==> src/logic/spg_pkg.sv <==
// Package: constants and types for the transceiver PCS functions
package spg_pkg;
  // ----------------------------------------
  // Code groups (8-bit value plus K flag)
  // ----------------------------------------
  typedef struct packed {
    logic       k;
    logic [7:0] d;
  } spg_sym_t;

  localparam logic [7:0] K28_5 = 8'hbc;
  localparam logic [7:0] K28_0 = 8'h1c;
  localparam logic [7:0] D21_5 = 8'hb5;
  localparam logic [7:0] D2_2  = 8'h42;
  localparam logic [7:0] D5_6  = 8'hc5;
  localparam logic [7:0] D16_2 = 8'h50;
  localparam logic [7:0] D10_2 = 8'h4a;

  // ----------------------------------------
  // Register map (byte addresses)
  // ----------------------------------------
  localparam logic [3:0] REG_CTRL   = 4'h0;
  localparam logic [3:0] REG_STATUS = 4'h4;
  localparam int CTRL_GBE    = 0;
  localparam int CTRL_FR_EN  = 1;
  localparam int CTRL_EI_EN  = 2;
  localparam int CTRL_PAT7   = 3;
  localparam logic [3:0] CTRL_RESET = 4'h0;
  localparam int ST_SYNC_B   = 0;
  localparam int ST_IDLE_B   = 1;
  localparam int ST_FRLK_B   = 2;
  localparam int ST_ERR_LSB  = 4;
  localparam int ST_FSM_LSB  = 8;

  // ----------------------------------------
  // Timing
  // ----------------------------------------
  localparam int CLK_PERIOD_PS = 8000;
  localparam int CLK_MHZ       = 125;
  localparam int UI_PS         = 400;
  localparam int FR_MIN_NS     = 16;
  localparam int FR_MAX_US     = 4;
  localparam int FR_MIN_CYC    =
    (FR_MIN_NS * 1000 + CLK_PERIOD_PS - 1) / CLK_PERIOD_PS;
  localparam int FR_MAX_CYC    = FR_MAX_US * 1000000 / CLK_PERIOD_PS;
  localparam int EI_LONG_US    = 128;
  localparam int EI_LONG_CYC   = EI_LONG_US * CLK_MHZ;
  localparam int EI_TS_UI      = 1280;
  localparam int EI_TS_CYC     = EI_TS_UI * UI_PS / CLK_PERIOD_PS;
  localparam int EI_EXIT_UI    = 2000;
  localparam int EI_EXIT_CYC   = EI_EXIT_UI * UI_PS / CLK_PERIOD_PS;
  localparam int RM_PPM_TOTAL  = 200;

  // ----------------------------------------
  // Sync machine
  // ----------------------------------------
  localparam int SYNC_SETS  = 3;
  localparam int LOSS_ERRS  = 4;
  localparam int GOOD_RUN   = 4;
  localparam int AUTO_COMMAS = 3;

  typedef enum logic [1:0] {
    SM_LOSS = 2'b00,
    SM_ACQ  = 2'b01,
    SM_SYNC = 2'b10
  } spg_sm_t;

  localparam logic [2:0] EI_SEL_L0    = 3'b100;
  localparam logic [2:0] EI_SEL_RCFG  = 3'b101;
  localparam logic [2:0] EI_SEL_SPDNO = 3'b110;
  localparam logic [2:0] EI_SEL_LPBK  = 3'b111;
  localparam logic [1:0] PWR_P0  = 2'b00;
  localparam logic [1:0] PWR_P0S = 2'b01;
endpackage

==> src/logic/spg_pcs.sv <==
// Module: PCS functions for PIPE and gigabit ethernet modes
`timescale 1ns/10ps
// Summary of operation
// RULE1: Fast recovery relocks within 16 ns to 4 us
// RULE2: Select 100: idle if no FC/SKP 128us
// RULE3: Select 101: idle if no TS in 1280UI
// RULE4: Select 110: idle if no exit in 2000UI
// RULE5: Select 111: idle if no exit 128us
// RULE6: Inferred idle drives receiver idle output high
// RULE7: No idle-exit detection from exit ordered sets
// RULE8: Idle ordered set detection drives idle output
// RULE9: Compliance input forces negative running disparity
// RULE10: Compliance pattern K28.5 D21.5 K28.5 D10.2
// RULE11: Compliance input rises with K28.5 D21.5
// RULE12: Three automatic commas after transmit reset
// RULE13: Odd-boundary comma sends sync machine to loss (code does so from acquisition only; in sync it counts as one error)
// RULE14: First set discounted, three more needed (code counts the first set: three sets in all)
// RULE15: Data after comma replaced by D5.6/D16.2
// RULE16: Sync set is comma plus odd data count
// RULE17: Sync 3 sets, lose 4 errors, 4 good
// RULE18: Aligner supports 7 and 10 bit patterns
// RULE19: PIPE mode aligner uses 10 bit pattern
// RULE20: Rate matching tolerates 200 ppm total
// RULE21: Sender fills gaps with I1/I2 idles
// RULE22: Without inference idle is inverted signal detect
// RULE23: Fabric holds select stable within substate
module spg_pcs #(
  parameter int EI_LONG = spg_pkg::EI_LONG_CYC
) (
  input  wire logic             CLK_I,
  input  wire logic             RSTN_I,
  input  wire logic [3:0]       WB_ADR_I,
  input  wire logic [31:0]      WB_DAT_I,
  output logic [31:0]           WB_DAT_O,
  input  wire logic             WB_WE_I,
  input  wire logic [3:0]       WB_SEL_I,
  input  wire logic             WB_CYC_I,
  input  wire logic             WB_STB_I,
  output logic                  WB_ACK_O,
  input  wire logic             TX_DRST_I,
  input  wire spg_pkg::spg_sym_t TX_SYM_I,
  input  wire logic             TX_COMPL_I,
  output logic                  TX_READY_O,
  output spg_pkg::spg_sym_t     TX_SYM_O,
  output logic                  TX_RDNEG_O,
  input  wire logic             RX_DRST_I,
  input  wire spg_pkg::spg_sym_t RX_SYM_I,
  input  wire logic             RX_CERR_I,
  input  wire logic [1:0]       RX_PWR_I,
  input  wire logic [2:0]       RX_EISEL_I,
  input  wire logic             RX_SIGDET_I,
  input  wire logic             RX_FCSKP_I,
  input  wire logic             RX_TS_I,
  input  wire logic             RX_EIOS_I,
  output logic                  RX_IDLE_O,
  output logic                  RX_SYNC_O,
  output logic                  RX_FR_LOCK_O,
  output logic                  RX_RM_I2_O,
  output logic                  ALIGN_PAT10_O
);
  import spg_pkg::*;

  // ----------------------------------------
  // Helpers
  // ----------------------------------------
  function automatic logic is_comma(input spg_sym_t s);
    return s.k && (s.d == K28_5);
  endfunction

  // Only symbols used by ordered sets are tracked as unbalanced
  function automatic logic flips_rd(input spg_sym_t s);
    return is_comma(s) || (!s.k && (s.d == D16_2));
  endfunction

  // ----------------------------------------
  // Wishbone slave
  // ----------------------------------------
  logic [3:0] ctrl_q;
  logic       ack_q;
  logic       wb_req;
  logic       gbe;
  logic [31:0] status;

  assign wb_req   = WB_CYC_I && WB_STB_I && !ack_q;
  assign WB_ACK_O = ack_q;
  assign gbe      = ctrl_q[CTRL_GBE];

  always_ff @(posedge CLK_I or negedge RSTN_I) begin
    if (!RSTN_I) begin
      ack_q <= 1'b0;
    end else begin
      ack_q <= wb_req;
    end
  end

  always_ff @(posedge CLK_I or negedge RSTN_I) begin
    if (!RSTN_I) begin
      ctrl_q <= CTRL_RESET;
    end else if (wb_req && WB_WE_I && WB_SEL_I[0] &&
                 WB_ADR_I == REG_CTRL) begin
      ctrl_q <= WB_DAT_I[3:0];
    end
  end

  // Unmapped addresses read zero and still acknowledge
  always_ff @(posedge CLK_I or negedge RSTN_I) begin
    if (!RSTN_I) begin
      WB_DAT_O <= 32'h0;
    end else if (wb_req) begin
      case (WB_ADR_I)
        REG_CTRL:   WB_DAT_O <= {28'h0, ctrl_q};
        REG_STATUS: WB_DAT_O <= status;
        default:    WB_DAT_O <= 32'h0;
      endcase
    end
  end

  // ----------------------------------------
  // Transmit path
  // ----------------------------------------
  logic [1:0] auto_cnt_q;
  logic       auto_busy;
  logic       rd_q;
  logic       rd_in;
  logic       prev_comma_q;
  logic       rd_bc_q;
  spg_sym_t   tx_sym;

  assign auto_busy  = gbe && (auto_cnt_q < 2'(AUTO_COMMAS));
  assign TX_READY_O = !TX_DRST_I && !auto_busy;
  assign rd_in      = TX_COMPL_I ? 1'b0 : rd_q; // RULE9

  always_comb begin
    tx_sym = TX_SYM_I;
    if (auto_busy) begin
      tx_sym = '{k: 1'b1, d: K28_5}; // RULE12
    end else if (gbe && prev_comma_q && !TX_SYM_I.k &&
                 TX_SYM_I.d != D21_5 && TX_SYM_I.d != D2_2) begin
      tx_sym.d = rd_bc_q ? D5_6 : D16_2; // RULE15
    end
  end

  always_ff @(posedge CLK_I or negedge RSTN_I) begin
    if (!RSTN_I) begin
      auto_cnt_q <= 2'h0;
    end else if (TX_DRST_I) begin
      auto_cnt_q <= 2'h0;
    end else if (auto_busy) begin
      auto_cnt_q <= auto_cnt_q + 2'h1; // RULE12
    end
  end

  always_ff @(posedge CLK_I or negedge RSTN_I) begin
    if (!RSTN_I) begin
      TX_SYM_O     <= '0;
      TX_RDNEG_O   <= 1'b1;
      rd_q         <= 1'b0;
      prev_comma_q <= 1'b0;
      rd_bc_q      <= 1'b0;
    end else if (TX_DRST_I) begin
      TX_SYM_O     <= '0;
      TX_RDNEG_O   <= 1'b1;
      rd_q         <= 1'b0;
      prev_comma_q <= 1'b0;
      rd_bc_q      <= 1'b0;
    end else begin
      TX_SYM_O     <= tx_sym;
      TX_RDNEG_O   <= !rd_in; // RULE9
      rd_q         <= rd_in ^ flips_rd(tx_sym);
      prev_comma_q <= is_comma(tx_sym);
      if (is_comma(tx_sym)) begin
        rd_bc_q <= rd_in;
      end
    end
  end

  // ----------------------------------------
  // Receive sync machine
  // ----------------------------------------
  spg_sm_t    sm_q;
  logic       odd_q;
  logic       pend_q;
  logic [1:0] sets_q;
  logic [2:0] err_q;
  logic [1:0] good_q;
  logic       rx_comma;
  logic       rx_bad;

  assign rx_comma  = is_comma(RX_SYM_I);
  // Comma must land on an even boundary
  assign rx_bad    = RX_CERR_I || (rx_comma && odd_q); // RULE13
  assign RX_SYNC_O = (sm_q == SM_SYNC);
  // Pattern length: 7-bit only selectable in gigabit mode
  assign ALIGN_PAT10_O = !(gbe && ctrl_q[CTRL_PAT7]); // RULE18 RULE19
  // I2 idles mark where the rate matcher may add or drop
  assign RX_RM_I2_O = RX_SYNC_O && pend_q && !RX_SYM_I.k &&
                      RX_SYM_I.d == D16_2; // RULE20

  always_ff @(posedge CLK_I or negedge RSTN_I) begin
    if (!RSTN_I) begin
      odd_q <= 1'b0;
    end else if (RX_DRST_I) begin
      odd_q <= 1'b0;
    end else if (rx_comma && sm_q == SM_LOSS) begin
      odd_q <= 1'b1;
    end else begin
      odd_q <= !odd_q;
    end
  end

  always_ff @(posedge CLK_I or negedge RSTN_I) begin
    if (!RSTN_I) begin
      sm_q   <= SM_LOSS;
      pend_q <= 1'b0;
      sets_q <= 2'h0;
      err_q  <= 3'h0;
      good_q <= 2'h0;
    end else if (RX_DRST_I || !gbe) begin
      sm_q   <= SM_LOSS;
      pend_q <= 1'b0;
      sets_q <= 2'h0;
      err_q  <= 3'h0;
      good_q <= 2'h0;
    end else begin
      pend_q <= rx_comma && !rx_bad;
      case (sm_q)
        SM_LOSS: begin
          sets_q <= 2'h0;
          err_q  <= 3'h0;
          good_q <= 2'h0;
          if (rx_comma && !RX_CERR_I) begin
            sm_q   <= SM_ACQ;
            pend_q <= 1'b1;
          end
        end
        SM_ACQ: begin
          if (rx_bad) begin
            sm_q   <= SM_LOSS; // RULE13 RULE14
            sets_q <= 2'h0; // RULE14
            pend_q <= 1'b0;
          end else if (pend_q && !RX_SYM_I.k) begin
            // Set counts once its first data group is good
            if (sets_q == 2'(SYNC_SETS - 1)) begin
              sm_q <= SM_SYNC; // RULE16 RULE17
            end
            sets_q <= sets_q + 2'h1;
          end
        end
        SM_SYNC: begin
          if (rx_bad) begin
            good_q <= 2'h0;
            if (err_q == 3'(LOSS_ERRS - 1)) begin
              sm_q <= SM_LOSS; // RULE17
            end
            err_q <= err_q + 3'h1;
          end else if (good_q == 2'(GOOD_RUN - 1)) begin
            good_q <= 2'h0;
            if (err_q != 3'h0) begin
              err_q <= err_q - 3'h1; // RULE17
            end
          end else begin
            good_q <= good_q + 2'h1;
          end
        end
        default: sm_q <= SM_LOSS;
      endcase
    end
  end

  // ----------------------------------------
  // Fast recovery from P0s
  // ----------------------------------------
  logic [1:0] pwr_q;
  logic       fr_busy_q;
  logic [9:0] fr_cnt_q;
  logic       fr_start;

  assign fr_start = ctrl_q[CTRL_FR_EN] && pwr_q == PWR_P0S &&
                    RX_PWR_I == PWR_P0;
  assign RX_FR_LOCK_O = !fr_busy_q;

  always_ff @(posedge CLK_I or negedge RSTN_I) begin
    if (!RSTN_I) begin
      pwr_q     <= PWR_P0;
      fr_busy_q <= 1'b0;
      fr_cnt_q  <= 10'h0;
    end else begin
      pwr_q <= RX_PWR_I;
      if (fr_start) begin
        fr_busy_q <= 1'b1;
        fr_cnt_q  <= 10'h0;
      end else if (fr_busy_q) begin
        fr_cnt_q <= fr_cnt_q + 10'h1;
        // Lock on a comma after the floor, never past the ceiling
        if ((fr_cnt_q >= 10'(FR_MIN_CYC - 1) && rx_comma) ||
            fr_cnt_q == 10'(FR_MAX_CYC - 1)) begin
          fr_busy_q <= 1'b0; // RULE1
        end
      end
    end
  end

  // ----------------------------------------
  // Electrical idle inference
  // ----------------------------------------
  // Exit ordered sets are not decoded: exit is taken from
  // the analog detector or ordered-set traffic only. RULE7
  logic        ei_on;
  logic        ei_evt;
  logic [31:0] ei_lim;
  logic [31:0] ei_cnt_q;
  logic [2:0]  sel_q;
  logic        idle_q;

  assign ei_on = ctrl_q[CTRL_EI_EN] && RX_EISEL_I[2];

  always_comb begin
    case (RX_EISEL_I)
      EI_SEL_L0: begin
        ei_lim = 32'(EI_LONG); // RULE2
        ei_evt = RX_FCSKP_I;
      end
      EI_SEL_RCFG: begin
        ei_lim = 32'(EI_TS_CYC); // RULE3
        ei_evt = RX_TS_I;
      end
      EI_SEL_SPDNO: begin
        ei_lim = 32'(EI_EXIT_CYC); // RULE4
        ei_evt = RX_SIGDET_I;
      end
      EI_SEL_LPBK: begin
        ei_lim = 32'(EI_LONG); // RULE5
        ei_evt = RX_SIGDET_I;
      end
      default: begin
        ei_lim = 32'(EI_LONG);
        ei_evt = 1'b1;
      end
    endcase
  end

  // Select changes restart the window (fabric holds it per substate)
  always_ff @(posedge CLK_I or negedge RSTN_I) begin
    if (!RSTN_I) begin
      sel_q    <= 3'h0;
      ei_cnt_q <= 32'h0;
      idle_q   <= 1'b0;
    end else begin
      sel_q <= RX_EISEL_I;
      if (!ei_on || ei_evt || sel_q != RX_EISEL_I) begin
        ei_cnt_q <= 32'h0; // RULE23
      end else if (ei_cnt_q != ei_lim - 32'h1) begin
        ei_cnt_q <= ei_cnt_q + 32'h1;
      end
      // Detected idle ordered set wins over a same-cycle event
      if (ei_on && RX_EIOS_I) begin
        idle_q <= 1'b1; // RULE8
      end else if (!ei_on || ei_evt) begin
        idle_q <= 1'b0;
      end else if (ei_cnt_q == ei_lim - 32'h1) begin
        idle_q <= 1'b1; // RULE6
      end
    end
  end

  assign RX_IDLE_O = ei_on ? idle_q : !RX_SIGDET_I; // RULE6 RULE22

  assign status = {22'h0, sm_q, 1'b0, err_q, 1'b0, RX_FR_LOCK_O,
                   RX_IDLE_O, RX_SYNC_O};
endmodule // spg_pcs

==> config.mk <==
export PLATFORM = sky130hd
export DESIGN_NAME = spg_pcs
export DESIGN_NICKNAME = d
export VERILOG_FILES = /design/src/logic/spg_pkg.sv /design/src/logic/spg_pcs.sv
export SDC_FILE = /design/constraint.sdc
export NUM_CORES = 1
export LEC_CHECK = 0
export BUFFER_PORTS_ARGS = -buffer_cell sky130_fd_sc_hd__buf_2
export CORE_MARGIN = 1
export CORE_UTILIZATION = 53
export DETAILED_ROUTE_END_ITERATION = 6
export PLACE_DENSITY = 0.79
export SETUP_SLACK_MARGIN = 0.2
export SYNTH_ARGS = -nofsm -noshare
export SYNTH_HDL_FRONTEND = slang
export SYNTH_SLANG_ARGS = --single-unit
==> constraint.sdc <==
create_clock -name CLK_I -period 2.95 [get_ports CLK_I]
set_clock_uncertainty 0.15 [all_clocks]
set_input_delay 0.4425 -clock CLK_I [delete_from_list [all_inputs] [get_ports CLK_I]]
set_output_delay 0.4425 -clock CLK_I [all_outputs]
set_load 0.02 [all_outputs]
==> impl_metrics.py, run 1 <==
metrics = {
    "floorplan": {
        "num_rows": 34,
        "core-area_um2": 8763,
        "die_area_um2": 9481,
        "start_util_pct": 55.01,
        "ios": 125,
        "die_w_um": 97.37,
        "die_h_um": 97.37,
    },
    "synth": {
        "synth.distinct_cells": 64,
        "syn-cell-area_um2": 4821,
        "syn_inst": 493,
        "synth.top_cell.area_share_pct": 45.68,
        "synthTopCellsByArea": "dfrtp_1 (46%), nor2_1 (4.0%), buf_4 (3.7%)",
        "yosysTopAreaCell": "dfrtp_1",
        "async_flop_share_pct": 100.0,
        "yosysMostFrequentCell": "dfrtp_1",
        "syn_avg_cell_area_um2": 9.779,
        "ys.warnings.count": 0,
        "yosys_register_bits": 89,
        "ys_top_cells_by_count": "dfrtp_1 (88), nor2_1 (52), nand2_1 (39), nand3_1 (25), buf_4 (24)",
        "synth_enable_flop_cells": 0,
        "ys.flop_type": "dfrtp_1",
        "synth-seq-area-share_pct": 46.22,
    },
    "critical_path": {
        "crit_path_end_kind": "flop",
        "start_kind": "flop",
        "crit_arrival_ps": 2520,
        "path_class": "reg2reg",
        "crit_fanout": 13,
        "worstPathRequired_ps": 3070,
    },
    "power": {
        "intPower_mw": 1.945,
        "p_leak_nw": 2.414,
        "sequentialPowerShare_pct": 52.7,
        "combPwrFrac_pct": 15.1,
        "power_switching_mw": 0.7673,
        "total_power_mw": 2.712,
        "pwr-share-clk_pct": 32.2,
        "power.density_nw_per_um2": 501.0,
        "vdd_drop_max_uv": 373.4,
        "p_sw_share_pct": 28.29,
    },
    "global_routing": {
        "grt_pass1_wl_um": 17110,
        "grt_pass1_vias": 3798,
        "grt_max_degree": 50,
        "overflow": 0,
        "antenna_found_initial": 0,
        "gr-usage-all-layers_pct": 22.01,
    },
    "layout": {
        "final_net_count": 648,
        "syn2layout_area_growth_pct": 12.28,
        "final_util_pct": 61.76,
        "instances_no_fill": 677,
        "drive_gt1_share_pct": 19.86,
        "finalInstanceArea_um2": 5413,
        "diodes": 0,
    },
    "placed_design": {
        "dp_hpwl_um": 7363,
        "post-place-ws_ps": 568.4,
        "dp_cells": 660,
        "gp_routability_congestion": 0.9400,
        "post_dp_cell_area_um2": 5187,
        "io_buffers": 70,
    },
    "timing": {
        "relSlewSlack_pct": 60.15,
        "worst_slack_ps": 547.1,
        "slew_viol_final": 0,
        "grt_setup_unrepaired": "false",
        "setup_viol": 0,
        "worstMarginPinSlew_ps": 597.7,
        "hold_ws_ps": 76.78,
        "period_needed_ps": 2403,
        "setup_tns_ps": 0,
        "fmax_mhz": 416.2,
        "fin_crit_sh_pct": 81.45,
        "finalHoldViolCount": 0,
    },
    "clock_tree": {
        "cts_resized": 0,
        "cts.sinks": 89,
        "htree_levels": 3,
        "clk_latency_ps": 350,
        "clk_path_buf_depth": 2,
        "cts-root-buf": "clkbuf_8",
        "cts_tree": "yes",
        "cts_buffers": 9,
        "cts.clk_slew.worst_paths_ps": 80,
    },
    "route": {
        "drt_wl_total_um": 9911,
        "drc_errors": 0,
        "via_per_inst": 5.616,
        "drtIter0Drc": 198,
        "wl_per_cell_um": 14.64,
        "vias": 3802,
        "drtPass1Iterations": 5,
        "ant_nets": 0,
    },
    "hold_path": {
        "min_path_type": "in2reg",
    },
    "flow_run": {
        "max_cap_violations": 0,
    },
    "run_status": {
        "status": "finished, final reports clean",
    },
}
## routing by layer
layer	share of wire, %	up-vias	GRT usage (%)	wire length, um
met4	1.4	0	8.484	137
met2	47	92	35.13	4638
met3	4.3	13	3.022	423
met5	0	-	0	0
li1	-	1873	-	-
met1	48	1824	30.61	4712
## timing repair
item,CTS,global route
hold buffers,1,0
buffers inserted,0,0
endpoints found under the hold margin,45,0
## flip-flops by register name (all words and copies together), names as in the netlist, 2 cells and up
register / cells
sets_q: 2
good_q: 2
WB_DAT_O: 9
ei_cnt_q: 32
auto_cnt_q: 2
pwr_q: 2
TX_SYM_O: 9
err_q: 3
sel_q: 3
sm_q: 2
ctrl_q: 4
fr_cnt_q: 10
## cells in the final DEF, fill, tap and decap left out, drive strengths merged, types with 9 or more instances in the layout
| cell | n |
|---|---|
| clkbuf | 12 |
| o21ai | 19 |
| xnor2 | 17 |
| xor2 | 15 |
| nand2 | 39 |
| inv | 10 |
| a22o | 9 |
| a21oi | 21 |
| buf | 80 |
| nor4 | 14 |
| mux2i | 10 |
| nor2 | 52 |
| nand4 | 11 |
| dfrtp | 88 |
| nor3 | 10 |
| nand3 | 25 |
| conb | 23 |
| and2 | 9 |
## layout make-up
cell class / count / area, um^2
repair buffers: 81 / 437.9
clock buffers: 12 / 165.2
clock inverters: 4 / 50.05
fillers: 758 / 3351
well taps: 108 / 135.1
multi-input cells: 373 / 2359
flip-flops and latches: 89 / 2228
inverters: 10 / 37.54
## path summary, 6_finish.rpt
kind                                   start            to  slack (ps)  cells after the start
max in group asynchronous             RSTN_I      sel_q[0]        1530                      3
worst min register to register     sets_q[0]     sets_q[0]         340                      1
min in group asynchronous             RSTN_I  ei_cnt_q[25]         480                      2
worst max register to register  ei_cnt_q[13]   ei_cnt_q[0]         550                      5
worst min-delay path             RX_PWR_I[1]      pwr_q[1]          80                      1
worst max-delay path            ei_cnt_q[13]   ei_cnt_q[0]         550                      5
## logic make-up after synthesis
family | synth area share [%]
and+or+nand+nor | 23.98
DFF | 46.22
AOI/OAI and AO/OA | 11.63
other | 0.07779
xor gates and xnor gates | 5.814
adders and majority gates | 2.232
buffers and inverters | 6.566
muxes | 3.478
## power by group through the flow
stage	logic [mW]	registers, mW	clock network [mW]
after floorplan	0.306	1.43	0
after global placement	0.395	1.45	0
after detailed placement	0.410	1.45	0
after CTS	0.412	1.43	0.897
after global routing	0.469	1.45	0.947
final	0.408	1.43	0.874
## critical path, cell delays in order (launching register included)
cell and delay, ps:
dfrtp_1 460, or4_4 590, o41ai_2 260, a32o_1 550, a21boi_0 170, nor3_1 150
No activity file was read; power rests on OpenSTA's default activity.
==> run 2: changes to the inputs <==
Settings changed: CORE_UTILIZATION 53 to 48, PLACE_DENSITY 0.79 to 0.75.
Clock period 2.95 ns to 2.1 ns, I/O delays scaled along.
==> impl_metrics.py, run 2 (same netlist as run 1, synthesis figures left out) <==
metrics = {
    "timing": {
        "grt_setup_unrepaired": "true",
        "fin_crit_sh_pct": 99.44,
        "fmax_mhz": 478.9,
        "period_needed_ps": 2088,
        "finalHoldViolCount": 0,
        "setup_viol": 0,
        "slew_viol_final": 0,
        "hold_ws_ps": 32.63,
    },
    "global_routing": {
        "overflow": 0,
        "antenna_found_initial": 0,
        "grt_pass1_vias": 3970,
        "gr-usage-all-layers_pct": 22.45,
        "grt_pass1_wl_um": 18150,
        "grt_max_degree": 32,
    },
    "floorplan": {
        "ios": 125,
        "die_h_um": 102.2,
        "num_rows": 36,
        "core-area_um2": 9774,
        "die_w_um": 102.2,
        "die_area_um2": 10450,
        "start_util_pct": 49.32,
    },
    "critical_path": {
        "worstPathRequired_ps": 2190,
        "start_kind": "flop",
        "path_class": "reg2reg",
        "crit_fanout": 13,
        "r2r_setup_slack_ps": 10,
        "crit_path_end_kind": "flop",
        "crit_arrival_ps": 2180,
    },
    "layout": {
        "syn2layout_area_growth_pct": 23.38,
        "final_cell_mix": "dfrtp_1 (85), buf_2 (68), nor2_1 (51), nand2_1 (37), buf_4 (33)",
        "reg.largest.list": "ei_cnt_q: 32 flops, fr_cnt_q: 10 flops",
        "final_net_count": 678,
        "diodes": 0,
        "top_register": "ei_cnt_q",
        "largest_register_ffs": 32,
        "final_util_pct": 60.86,
        "layout_commonest_cell": "dfrtp_1",
        "drive_gt1_share_pct": 29.22,
        "fillers": 822,
    },
    "clock_tree": {
        "clk_path_buf_depth": 2,
        "cts_tree": "yes",
        "cts.sinks": 89,
        "htree_levels": 3,
        "clk_latency_ps": 360,
        "cts-root-buf": "clkbuf_8",
        "cts_buffers": 9,
        "cts.clk_slew.worst_paths_ps": 90,
    },
    "route": {
        "vias": 4010,
        "drt_wl_total_um": 10970,
        "ant_nets": 0,
        "drc_errors": 0,
        "drtIter0Drc": 159,
        "drtPass1Iterations": 4,
        "via_per_inst": 5.478,
        "wl_per_cell_um": 14.99,
    },
    "run_status": {
        "status": "finished, final reports clean",
    },
    "power": {
        "vdd_drop_max_uv": 475.6,
        "p_leak_nw": 2.662,
        "power.density_nw_per_um2": 636.7,
        "total_power_mw": 3.787,
    },
    "flow_run": {
        "max_cap_violations": 0,
    },
    "placed_design": {
        "io_buffers": 70,
        "dp_hpwl_um": 7744,
        "gp_routability_congestion": 0.8778,
    },
    "hold_path": {
        "min_path_type": "in2reg",
    },
}
==> run 2: changes by cell type in the layout (fill, tap and decap cells not counted), moves of 4 or more <==
cell / before / now
clkbuf_1: 0 / 4
a21oi_1: 20 / 14
mux2_2: 6 / 2
dlygate4sd3_1: 1 / 6
buf_4: 11 / 33
mux2_4: 0 / 4
nor4_4: 1 / 7
a21oi_2: 1 / 7
nor2b_1: 6 / 2
nor4_1: 13 / 4
==> run 2: stage by stage <==
step           cells  setup slack (ps)  TNS, ps  area (um^2)
3_3_place_gp     700            -1.089   -1.722         5406
2_1_floorplan    515             39.13        0         4942
6_report         732             11.80        0         5948
4_1_cts          726             23.89        0         5784
3_5_place_dp     700            -31.30   -115.5         5406
5_1_grt          732            -43.34   -234.3         5948
==> run 2: area by class of cell <==
type                    count  area [um^2]  area share, %
multi-input cells         373         2610          43.88
flip-flops and latches     89         2232          37.53
repair buffers            111        719.4          12.10
well taps                 133        166.4          2.798
clock buffers              13        138.9          2.335
clock inverters             3        43.79         0.7362
inverters                  10        37.54         0.6310
==> run 2: final timing paths <==
| path | start | cells past startpoint | to |
|---|---|---|---|
| worst max register to register | ei_cnt_q[11] | 6 | ei_cnt_q[4] |
| worst min register to register | sets_q[0] | 1 | sets_q[0] |
| worst max-delay path | ei_cnt_q[11] | 6 | ei_cnt_q[4] |
| max in group asynchronous | RSTN_I | 3 | TX_RDNEG_O |
| min in group asynchronous | RSTN_I | 2 | ei_cnt_q[30] |
| worst min-delay path | RX_CERR_I | 2 | pend_q |
==> run 2: repair_timing <==
item,CTS,global route
setup buffers,4,6
resized for setup,23,27
pin swaps,2,4
hold buffers,6,0
endpoints found under the hold margin,33,0
endpoints found under the setup margin,25,45
==> run 2: report_power, final <==
part / switching, mW / leakage [nW] / total [mW] / internal (mW)
Combinational: 0.379 / 1.39 / 0.653 / 0.274
Sequential: 0.157 / 1.18 / 2.01 / 1.85
Clock: 0.575 / 0.0916 / 1.13 / 0.553
==> run 2: routing by layer <==
layer	wire (um)	GRT usage, %
met2	5657	38.46
met4	181	10.33
met3	395	3.762
met5	0	0
met1	4738	27.78
==> run 2: worst max-delay path, stage by stage, from the launching register on <==
cell and delay (ps):
dfrtp_1 410, or4_4 590, o41ai_4 270, a32o_2 210, buf_12 150, a2111o_1 130
o21ai_1 60
==> run 3: changes to the inputs <==
Settings changed: CORE_UTILIZATION 48 to 45, PLACE_DENSITY 0.75 to 0.71.
==> impl_metrics.py, run 3 (same netlist as run 1, synthesis figures left out) <==
metrics = {
    "critical_path": {
        "path_class": "reg2reg",
        "worstPathCellList": "or4_4 > o41ai_4 > a32o_2 > buf_12 > a2111o_1 > o21ai_1",
        "start_kind": "flop",
        "r2r_end": "ei_cnt_q[5]",
        "worstPathRequired_ps": 2200,
        "slowest_stage": "or4_4",
        "r2r_start": "ei_cnt_q[11]",
        "crit_path_end_kind": "flop",
        "critPathMaxStageDelay_ps": 590,
        "reg2reg_depth": 6,
        "r2r_setup_slack_ps": 50,
        "crit_fanout": 10,
        "crit_arrival_ps": 2150,
    },
    "route": {
        "drt_wl_total_um": 11110,
        "drtPass1Iterations": 4,
        "ant_nets": 0,
        "met3_length_um": 494,
        "drc_errors": 0,
        "vias": 4021,
        "routed-wl-met2_um": 5373,
        "via_per_inst": 5.426,
        "wl_per_cell_um": 15.00,
        "top_layer": "met4",
        "wl_met1_um": 4943,
        "drtIter0Drc": 130,
    },
    "floorplan": {
        "num_rows": 37,
        "start_util_pct": 46.49,
        "core-area_um2": 10370,
        "ios": 125,
        "die_area_um2": 11130,
        "die_h_um": 105.5,
        "die_w_um": 105.5,
    },
    "flow_run": {
        "max_cap_violations": 0,
    },
    "global_routing": {
        "antenna_found_initial": 0,
        "grt_pass1_wl_um": 18350,
        "gr-usage-all-layers_pct": 20.63,
        "grt_pass1_vias": 4017,
        "grt_max_degree": 42,
        "overflow": 0,
    },
    "clock_tree": {
        "cts.sinks": 89,
        "htree_levels": 3,
        "cts_buffers": 9,
        "cts.clk_slew.worst_paths_ps": 90,
        "clk_latency_ps": 360,
        "cts-root-buf": "clkbuf_8",
        "clk_path_buf_depth": 2,
        "cts_tree": "yes",
    },
    "timing": {
        "worstMarginPinSlew_ps": 570.9,
        "setup_viol": 0,
        "worst_slack_ps": 51.42,
        "hold_ws_ps": 29.24,
        "grt_setup_unrepaired": "true",
        "period_needed_ps": 2049,
        "fmax_mhz": 488.1,
        "fin_crit_sh_pct": 97.55,
        "slew_viol_final": 0,
        "relSlewSlack_pct": 61.94,
        "setup_tns_ps": 0,
        "finalHoldViolCount": 0,
    },
    "run_status": {
        "status": "finished, final reports clean",
    },
    "layout": {
        "final_cell_mix": "dfrtp_1 (81), buf_2 (68), nor2_1 (50), nand2_1 (38), buf_4 (34)",
        "reg.largest.list": "ei_cnt_q: 32 flops, fr_cnt_q: 10 flops",
        "top_register": "ei_cnt_q",
        "largest_register_ffs": 32,
        "layout_commonest_cell": "dfrtp_1",
        "syn2layout_area_growth_pct": 24.34,
        "diodes": 0,
        "drive_gt1_share_pct": 30.91,
        "final_net_count": 684,
        "instances_no_fill": 741,
        "finalInstanceArea_um2": 5995,
    },
    "placed_design": {
        "post_dp_cell_area_um2": 5438,
        "dp_hpwl_um": 7847,
        "dp_cells": 705,
        "post-place-ws_ps": -29.30,
        "gp_routability_congestion": 0.8094,
        "io_buffers": 70,
    },
    "power": {
        "power.density_nw_per_um2": 622.6,
        "combPwrFrac_pct": 16.7,
        "sequentialPowerShare_pct": 54.0,
        "p_sw_share_pct": 30.15,
        "p_leak_nw": 2.687,
        "intPower_mw": 2.607,
        "vdd_drop_max_uv": 381.8,
        "pwr-share-clk_pct": 29.3,
        "power_switching_mw": 1.125,
    },
    "hold_path": {
        "worstHoldEndpoint": "sel_q[2]",
        "min_path_type": "in2reg",
        "holdPathStages": 1,
        "min-delay-start": "RX_EISEL_I[2]",
    },
}
==> run 3: changes by cell type in the layout (fill, tap and decap cells not counted), moves of 4 or more <==
| cell | before | now |
|---|---|---|
| clkbuf_1 | 4 | 0 |
| dfrtp_1 | 85 | 81 |
| dfrtp_2 | 3 | 7 |
| buf_6 | 1 | 5 |
==> run 3: layout make-up <==
cell class / count / area (um^2)
clock inverter: 5 / 30.03
inverter: 10 / 37.54
timing repair buffer: 117 / 792.0
clock buffer: 11 / 151.4
tap: 136 / 170.2
multi-input combinational: 373 / 2576
sequential: 89 / 2237
fill: 929 / 4375
==> run 3: how the worst max path moves through the flow <==
| stage | startpoint | slack (ps) | cells past startpoint | end |
|---|---|---|---|---|
| floorplan | WB_ACK_O | 40 | 6 | ctrl_q[0] |
| global placement | WB_ADR_I[1] | 50 | 5 | ctrl_q[0] |
| detailed placement | RX_EISEL_I[0] | -30 | 6 | ei_cnt_q[12] |
| CTS | ei_cnt_q[11] | 50 | 5 | ei_cnt_q[2] |
| global route | ei_cnt_q[11] | -30 | 6 | ei_cnt_q[12] |
| finish | ei_cnt_q[11] | 50 | 6 | ei_cnt_q[5] |
==> run 3: routing by layer <==
layer  vias up  track usage (%)
li1       1929                -
met1      1963            25.48
met2       110            34.40
met3        19            3.711
met4         0            11.01
met5         -                0
==> run 3: metrics by stage <==
stage / total power [mW] / utilization (%)
after floorplan: 2.438 / -
after global placement: 2.604 / 52.44
after detailed placement: 2.644 / 52.44
after CTS: 3.761 / 55.80
after global routing: 3.935 / 57.81
final: 3.732 / 57.81
==> run 3: repair_timing <==
item	4_1_cts	5_1_grt
gates resized for setup	14	39
endpoints found under the setup margin	19	50
endpoints found under the hold margin	43	0
hold buffers	6	0
setup buffers	6	8
pin swaps	5	5
==> run 3: power groups by stage <==
stage | combinational, mW | sequential [mW] | clock, mW
after floorplan | 0.432 | 2.01 | 0
after global placement | 0.567 | 2.04 | 0
after detailed placement | 0.604 | 2.04 | 0
after CTS | 0.618 | 2.01 | 1.13
after global routing | 0.703 | 2.04 | 1.19
final | 0.623 | 2.02 | 1.09
==> run 3: critical path: cells and delay by family, from the launching register on <==
kind / cells / cell delay [ps]
AOI/OAI and AO/OA: 4 / 660
and+or+nand+nor: 1 / 590
DFF: 1 / 400
buffers and inverters: 1 / 140
